`src/pfc_pkg.sv`:
```
// Package with offsets, field positions, reset values and state type of the function control bank
package pfc_pkg;

  // Register index and byte address on the bus (index times four)
  localparam logic [7:0] PFC_FUNC_IDX = 8'h19;
  localparam logic [9:0] PFC_FUNC_ADDR = {PFC_FUNC_IDX, 2'h0};
  // Broadcast alias of the same register
  localparam logic [7:0] PFC_BCAST_IDX = 8'h39;
  localparam logic [9:0] PFC_BCAST_ADDR = {PFC_BCAST_IDX, 2'h0};

  // Field positions inside the 16-bit word
  localparam int PFC_B_AUTO_XO = 15;
  localparam int PFC_B_FORCE_XO = 14;
  localparam int PFC_B_PAUSE_RX = 13;
  localparam int PFC_B_PAUSE_TX = 12;
  localparam int PFC_B_FORCE_ERR = 11;
  localparam int PFC_B_SEQ_SEL = 10;
  localparam int PFC_B_PASS = 9;
  localparam int PFC_B_RUN = 8;
  localparam int PFC_B_LED_BYP = 7;
  localparam int PFC_B_LED_CFG = 5;
  localparam int PFC_B_PORT_ADDR = 0;

  // Values after reset
  localparam logic PFC_RST_AUTO_XO = 1'h1;
  localparam logic PFC_RST_OTHER = 1'h0;
  localparam logic [1:0] PFC_RST_LED_CFG = 2'h0;

  // Cycles waited after reset before the synchronised strap is taken
  localparam logic [1:0] PFC_STRAP_WAIT = 2'h3;

  // Whole state of the bank, registered in one place
  typedef struct packed {
    logic autoXo;
    logic forceXo;
    logic forceErr;
    logic seqSel;
    logic passFlag;
    logic run;
    logic ledBypass;
    logic [1:0] ledCnfg;
    logic [4:0] portAddr;
    logic pauseRx;
    logic pauseTx;
    logic [1:0] strapCnt;
    logic strapDone;
    logic ack;
    logic [31:0] rdData;
  } pfc_state_t;

endpackage

```
`src/pfc_phy_control.sv`:
```
// Transceiver function control register bank behind a classic Wishbone slave
//
// Operation
// - Bit 15 enables auto crossover, resets one
// - Bit 14 forces crossed pairs, resets zero
// - Bit 13 resolved pause receive, full duplex only
// - Bit 12 resolved pause transmit, full duplex only
// - Bit 11 injects one error, self clears
// - Bit 9 pass flag, cleared by failure/stop
// - Bit 8 starts self-test; bit 10 picks sequence
// - Writing zero to bit 8 stops, clears pass
// - Bit 8 reads one only with traffic seen
// - Bit 7 bypasses LED stretching, resets zero
// - Broadcast write keeps port address unchanged
`timescale 1ns/1ps
module pfc_phy_control
  import pfc_pkg::*;
#(
  parameter int ADDR_W = 10
) (
  input wire logic clk,
  input wire logic rst,
  input wire logic ce,
  input wire logic cyc_i,
  input wire logic stb_i,
  input wire logic we_i,
  input wire logic [ADDR_W-1:0] adr_i,
  input wire logic [3:0] sel_i,
  input wire logic [31:0] dat_i,
  output logic [31:0] dat_o,
  output logic ack_o,
  input wire logic [1:0] localAdvPause,
  input wire logic [1:0] partnerAdvPause,
  input wire logic fullDuplexHcd,
  input wire logic selftestFail,
  input wire logic selftestRxTraffic,
  input wire logic [4:0] portAddressStrap,
  output logic autoCrossoverEnable,
  output logic forceCrossover,
  output logic selftestForceError,
  output logic selftestSequenceSelect,
  output logic selftestEnable,
  output logic ledStretchBypass,
  output logic [1:0] ledConfig,
  output logic [4:0] portAddress,
  output logic pauseRxEnable,
  output logic pauseTxEnable
);
  import pfc_pkg::*;

  // Registered state and its next value
  pfc_state_t state_reg;
  pfc_state_t state_next;

  // Reset image of the state
  // Pause, pass and strap fields start at zero until logic fills them
  localparam pfc_state_t PFC_STATE_RST = '{
    autoXo: PFC_RST_AUTO_XO,
    ledCnfg: PFC_RST_LED_CFG,
    default: '0
  };

  // Strap pins come from outside, so they are synchronised first
  logic [4:0] strapSync;

  pfc_sync #(
    .W(5)
  ) u_strap_sync (
    .clk(clk),
    .rst(rst),
    .ce(ce),
    .d(portAddressStrap),
    .q(strapSync)
  );

  // Bus decode helpers
  logic reqLive;   // Request present this cycle
  logic accept;    // New request, not yet acknowledged
  logic hitReg;    // Direct register address
  logic hitBcast;  // Broadcast alias address
  logic wrNow;     // Write commits at the edge the master sees ack
  logic resRx;     // Pause receive before duplex qualification
  logic resTx;     // Pause transmit before duplex qualification
  logic [15:0] regView; // Word as software reads it

  // Address compare uses every bit, so other slots miss both decodes
  assign reqLive = cyc_i & stb_i;
  assign accept = reqLive & ~state_reg.ack;
  assign hitReg = (adr_i == ADDR_W'(PFC_FUNC_ADDR));
  assign hitBcast = (adr_i == ADDR_W'(PFC_BCAST_ADDR));
  assign wrNow = reqLive & we_i & state_reg.ack & (hitReg | hitBcast);

  // Writes commit late on purpose: the master still holds address and
  // data at the ack edge, so the commit never sees a half-changed request

  // Symmetric pause on both ends, or asymmetric direction match
  // Index 0 is the symmetric pause bit, index 1 the asymmetric one
  // Resolution stays combinational; only the registered copy leaves
  assign resTx = (localAdvPause[0] & partnerAdvPause[0]) |
                 (~localAdvPause[0] & localAdvPause[1] &
                  partnerAdvPause[0] & partnerAdvPause[1]);
  assign resRx = (localAdvPause[0] & partnerAdvPause[0]) |
                 (localAdvPause[0] & localAdvPause[1] &
                  ~partnerAdvPause[0] & partnerAdvPause[1]);

  // Read image of the register
  // Bit 8 reads the live traffic level, so a read sees it drop at once
  always_comb begin
    regView = 16'h0000;
    regView[PFC_B_AUTO_XO] = state_reg.autoXo;
    regView[PFC_B_FORCE_XO] = state_reg.forceXo;
    regView[PFC_B_PAUSE_RX] = state_reg.pauseRx;
    regView[PFC_B_PAUSE_TX] = state_reg.pauseTx;
    regView[PFC_B_FORCE_ERR] = state_reg.forceErr;
    regView[PFC_B_SEQ_SEL] = state_reg.seqSel;
    regView[PFC_B_PASS] = state_reg.passFlag;
    // Run reads active only once the checker sees traffic
    regView[PFC_B_RUN] = state_reg.run & selftestRxTraffic;
    regView[PFC_B_LED_BYP] = state_reg.ledBypass;
    regView[PFC_B_LED_CFG +: 2] = state_reg.ledCnfg;
    regView[PFC_B_PORT_ADDR +: 5] = state_reg.portAddr;
  end

  // Next-state logic; everything holds while ce is low
  always_comb begin
    state_next = state_reg;
    // Holding the copy unchanged is all that ce low needs
    if (ce) begin
      // Force error is a single-cycle strobe
      state_next.forceErr = 1'h0;

      // Pause results only count for a full-duplex common mode
      state_next.pauseRx = resRx & fullDuplexHcd;
      state_next.pauseTx = resTx & fullDuplexHcd;

      // Strap taken once, after the synchroniser has settled
      // Limitation: a direct write before the capture is overwritten by it
      if (!state_reg.strapDone) begin
        if (state_reg.strapCnt == PFC_STRAP_WAIT) begin
          state_next.portAddr = strapSync;
          state_next.strapDone = 1'h1;
        end else begin
          state_next.strapCnt = state_reg.strapCnt + 2'h1;
        end
      end

      // One ack per request, dropped the cycle after
      // Accept re-arms as soon as ack drops; a master that holds its request gets a second ack
      state_next.ack = accept;
      if (accept && !we_i) begin
        // Unmapped reads answer zero
        if (hitReg || hitBcast) begin
          state_next.rdData = {16'h0000, regView};
        end else begin
          state_next.rdData = 32'h0000_0000;
        end
      end

      // Writes land on the edge where the master samples ack
      if (wrNow && sel_i[1]) begin
        // Read-only pause and pass bits take no write data; pass only follows bit 8
        state_next.autoXo = dat_i[PFC_B_AUTO_XO];
        state_next.forceXo = dat_i[PFC_B_FORCE_XO];
        state_next.forceErr = dat_i[PFC_B_FORCE_ERR];
        state_next.seqSel = dat_i[PFC_B_SEQ_SEL];
        state_next.run = dat_i[PFC_B_RUN];
        if (!dat_i[PFC_B_RUN]) begin
          state_next.passFlag = 1'h0;
        end else if (!state_reg.run) begin
          // A fresh start arms the pass flag
          state_next.passFlag = 1'h1;
        end
      end
      if (wrNow && sel_i[0]) begin
        state_next.ledBypass = dat_i[PFC_B_LED_BYP];
        state_next.ledCnfg = dat_i[PFC_B_LED_CFG +: 2];
        // Broadcast alias never moves the port address
        if (hitReg) begin
          state_next.portAddr = dat_i[PFC_B_PORT_ADDR +: 5];
        end
      end

      // Failure is latched low and beats a same-cycle start
      if (selftestFail) begin
        state_next.passFlag = 1'h0;
      end
    end
  end

  // Single state register with synchronous reset
  // Reset ignores ce so a frozen bank still returns to its defaults
  always_ff @(posedge clk) begin
    if (rst) begin
      state_reg <= PFC_STATE_RST;
    end else begin
      state_reg <= state_next;
    end
  end

  // All outputs straight from the state register
  // No logic sits between the flop and the pin
  assign dat_o = state_reg.rdData;
  assign ack_o = state_reg.ack;
  assign autoCrossoverEnable = state_reg.autoXo;
  assign forceCrossover = state_reg.forceXo;
  assign selftestForceError = state_reg.forceErr;
  assign selftestSequenceSelect = state_reg.seqSel;
  assign selftestEnable = state_reg.run;
  assign ledStretchBypass = state_reg.ledBypass;
  assign ledConfig = state_reg.ledCnfg;
  assign portAddress = state_reg.portAddr;
  assign pauseRxEnable = state_reg.pauseRx;
  assign pauseTxEnable = state_reg.pauseTx;
endmodule

```
`src/pfc_sync.sv`:
```
// Two-flop synchroniser for pin-level inputs
`timescale 1ns/1ps
module pfc_sync #(
  parameter int W = 5
) (
  input wire logic clk,
  input wire logic rst,
  input wire logic ce,
  input wire logic [W-1:0] d,
  output logic [W-1:0] q
);
  // Both stages in one word; the first is read only by the second
  typedef struct packed {
    logic [W-1:0] meta;
    logic [W-1:0] held;
  } pfc_sync_state_t;

  pfc_sync_state_t state_reg; // Registered stages
  pfc_sync_state_t state_next; // Next value of the stages

  // Both stages freeze with the clock enable
  always_comb begin
    state_next = state_reg;
    if (ce) begin
      state_next.meta = d;
      state_next.held = state_reg.meta;
    end
  end

  // Single register for both stages
  always_ff @(posedge clk) begin
    if (rst) begin
      state_reg <= '0;
    end else begin
      state_reg <= state_next;
    end
  end

  // Output taps the second stage only
  assign q = state_reg.held;
endmodule

```
`config.mk`:
```
export PLATFORM = sky130hd
export DESIGN_NAME = pfc_phy_control
export DESIGN_NICKNAME = d
export VERILOG_FILES = /design/src/pfc_pkg.sv /design/src/pfc_phy_control.sv /design/src/pfc_sync.sv
export SDC_FILE = /design/constraint.sdc
export NUM_CORES = 1
export LEC_CHECK = 0
export BUFFER_PORTS_ARGS = -buffer_cell sky130_fd_sc_hd__buf_2
export CAP_MARGIN = 20
export CORE_ASPECT_RATIO = 0.8
export CORE_MARGIN = 5
export CORE_UTILIZATION = 40
export DETAILED_ROUTE_END_ITERATION = 7
export PLACE_DENSITY = 0.77
export SLEW_MARGIN = 20
export SYNTH_ARGS = -nofsm -noshare
export SYNTH_HDL_FRONTEND = slang
export SYNTH_SLANG_ARGS = --single-unit
```
`constraint.sdc`:
```
create_clock -name clk -period 1.7 [get_ports clk]
set_clock_uncertainty 0.2 [all_clocks]
set_input_delay 0.17 -clock clk [delete_from_list [all_inputs] [get_ports clk]]
set_output_delay 0.17 -clock clk [all_outputs]
set_load 0.005 [all_outputs]
```
==> results.md <==
### Timing
• remaining max-slew budget at the tightest pin: 51.77%
• pin slew with the least headroom to its limit: 722.7 ps
• final setup violation count: 0
• Period Utilization, post-route: 97.82%
• Max Clock Freq: 601.3 MHz
• max-slew violation total from the final report: 0
• setup_tns: 0 ps
• setup repair after global routing missed its margin: false
• worst hold-check slack: 66.57 ps
• minimum clock period: 1663 ps
• Hold Violations, Final: 0

### Placed design
• count of port buffers added during placement: 74
• post-placement cell count: 338
• routability-driven placement congestion ratio: 0.7993
• estimated wirelength of the detail-placed design: 3.597 mm

### Critical path
• register-to-register path setup slack: 130 ps
• Worst path most repeated cell: dlygate4sd3_1
• Crit path arrival time: 1700 ps
• critical-path cell list: dlygate4sd3_1, buf_2, a21oi_2, nand4b_1, dlygate4sd3_1, a21oi_1
• maximum fanout along the worst path: 2
• launch instance of the worst register-to-register path: ack_o
• startpoint types: input port
• slowest stage cell on the critical path: dlygate4sd3_1
• terminus of the critical flop-to-flop path: portAddress[4]
• Worst R2R Path Depth: 4
• Crit path buffers/inverters: 3
• crit end category: register
• Critical Path End: pauseRxEnable
• CP Depth: 6
• Worst EP required: 1740 ps
• Top delay family on crit path: buffers and inverters
• beginning of the critical path: partnerAdvPause[0]
• category of the most critical setup path: input port to register
• delay of the slowest cell on the worst path: 570 ps

### Final layout
• most frequent cells in the layout: 74 x buf_2, 45 x dfxtp_1, 27 x nor2_1, 23 x mux2i_1, 23 x dlygate4sd3_1
• most common cell after layout, fill and taps aside: buf_2
• final cell count without fillers: 369
• flip-flop count of the largest register after layout: 16
• nets@finish: 371
• Area Growth Syn to Fin: 30.28%
• total inserted antenna cells: 0
• final core occ: 54.85%
• fraction of final layout cells sized beyond drive strength 1: 33.55%

### Power and ir drop
• power per cell area: 821.8 mW/mm2
• leakage power figure: 0.001282 uW
• Power Total: 2296 uW
• maximum VDD drop: 476.2 uV

### Clocking
• Max Root-Sink Buffers: 2
• library cell used as clock root buffer: clkbuf_8
• number of sinks handled by clock tree synthesis: 46
• setup repair bufs after CTS: 0
• Worst-path clk slew: 90 ps
• cts bufs inserted: 5
• clock tree from TritonCTS: done
• Clock H-tree levels: 2
• worst-skew pair later-pin latency: 300 ps

### Global routing
• number of global-route vias before repair: 1645
• global-route wire length before repair: 7.707 mm
• gr usage total: 14.28%
• total grt overflow: 0
• number of antenna violations at the first check in global routing: 1
• maximum number of pins on one net before global-route repair: 31

### Die
• overall die area: 0.006935 mm2
• die outline height: 75.49 um
• io pins: 112
• starting utilization of the core area: 42.10%
• cell row count: 23
• core region area: 0.005094 mm2
• die boundary width: 91.87 um

### Detailed routing
• Antenna Violating Nets Remaining: 0
• number of vias in the routed layout: 1721
• violation count after the first detailed-route iteration: 71
• sum of routed wire length over all layers: 5.011 mm
• Via-to-Cell Ratio: 4.664
• DRC errors left: 0
• drt pass-1 iters: 4
• average routed wire per standard cell: 13.58 um

### Worst hold path
• worst min-delay path class: input port to register

### Outcome
• outcome: finished, final reports clean

### Logic synthesis
• count of yosys warnings during synthesis: 0
• flop and latch count out of synthesis: 46
• fraction of the yosys area taken by sequential cells: 42.94%
• synth unique cells: 32
• cells after synthesis: 226
• mean instance size in the synthesized netlist: 9.489 um2
• summed instance area of the synthesized netlist: 0.002145 mm2

### Run
• MaxCap Viol Count: 0

## synthesized netlist by cell type, drive strengths merged
library cell / count / area [um2]
nand2: 10 / 37.54
ha: 1 / 12.51
dfxtp: 46 / 920.9
xnor2: 1 / 8.760
and3: 1 / 6.260
a31oi: 5 / 31.28
nand4b: 4 / 35.03
nor2b: 3 / 18.77
conb: 1 / 3.750
nand3: 1 / 5.000
buf: 47 / 334.1
nand4bb: 1 / 11.26
a32o: 1 / 10.01
or3: 1 / 6.260
mux2i: 23 / 230.2
nor4: 3 / 55.05
a21oi: 12 / 60.06
inv: 6 / 22.52
nor3b: 1 / 7.510
a21o: 1 / 7.510
or4: 1 / 11.26
nand4: 2 / 12.51
a22o: 15 / 131.4
nor2: 28 / 105.1
nand2b: 3 / 18.77
nor3: 3 / 15.01
mux2: 1 / 11.26
clkbuf: 4 / 15.01
## worst min-delay path by stage
stage                              startpoint                   endpoint  slack (ps)  depth (start not counted)
after floorplan                     dat_i[15]        autoCrossoverEnable         100                          2
after global placement    portAddressStrap[2]  u_strap_sync.state_reg[7]         200                          3
after detailed placement            dat_i[15]        autoCrossoverEnable         210                          3
after CTS                                  ce                      ack_o          70                          4
after global routing                       ce                      ack_o          90                          4
final                                      ce                      ack_o          70                          4
## where the power goes
group / internal [uW] / switching [uW] / leakage, uW
logic: 119 / 101 / 0.000841
registers: 1100 / 12.0 / 0.000373
clock network: 589 / 378 / 0.0000683
## final cells by class
cell class | count | area, um2
Tap cell | 62 | 77.57
Sequential cell | 46 | 922.1
Clock buffer | 5 | 68.82
Multi-Input combinational cell | 138 | 930.9
Clock inverter | 3 | 68.82
Fill cell | 451 | 2300
Inverter | 6 | 22.52
Timing Repair Buffer | 109 | 703.2
## cell families after synthesis
logic type | synth area share (%)
xor+xnor | 0.4085
compound gates | 11.20
other cells | 0.1749
buf+inv | 17.33
fa+ha+maj | 0.5833
flops | 42.94
simple gates | 16.10
mux | 11.26
## timing repair
action / 4_1_cts / 5_1_grt
endpoints found under the setup margin: 16 / 14
endpoints found under the hold margin: 22 / 0
gates cloned: 0 / 0
hold buffers: 23 / 0
gates resized for setup: 1 / 3
pin swaps: 0 / 0
## worst reg2reg max path, delay by kind of cell (launching register included)
family          cells  cell delay [ps]
simple gates        3              820
compound gates      1               60
flops               1              380
## layer usage
layer	wire length, um	GRT usage, %	share of wire, %
met1	2193	17.15	44
met2	2376	23.30	47
met3	335	4.837	6.7
met4	92	7.249	1.8
met5	13	0	0.26
## through the flow
step / setup WS (ps) / cell area [um2]
2_1_floorplan: 29.70 / 2206
5_1_grt: 9.484 / 2794
4_1_cts: 15.27 / 2778
3_3_place_gp: -139.1 / 2407
6_report: 37.02 / 2794
3_5_place_dp: -170.3 / 2407
No activity file was read; power rests on OpenSTA's default activity.
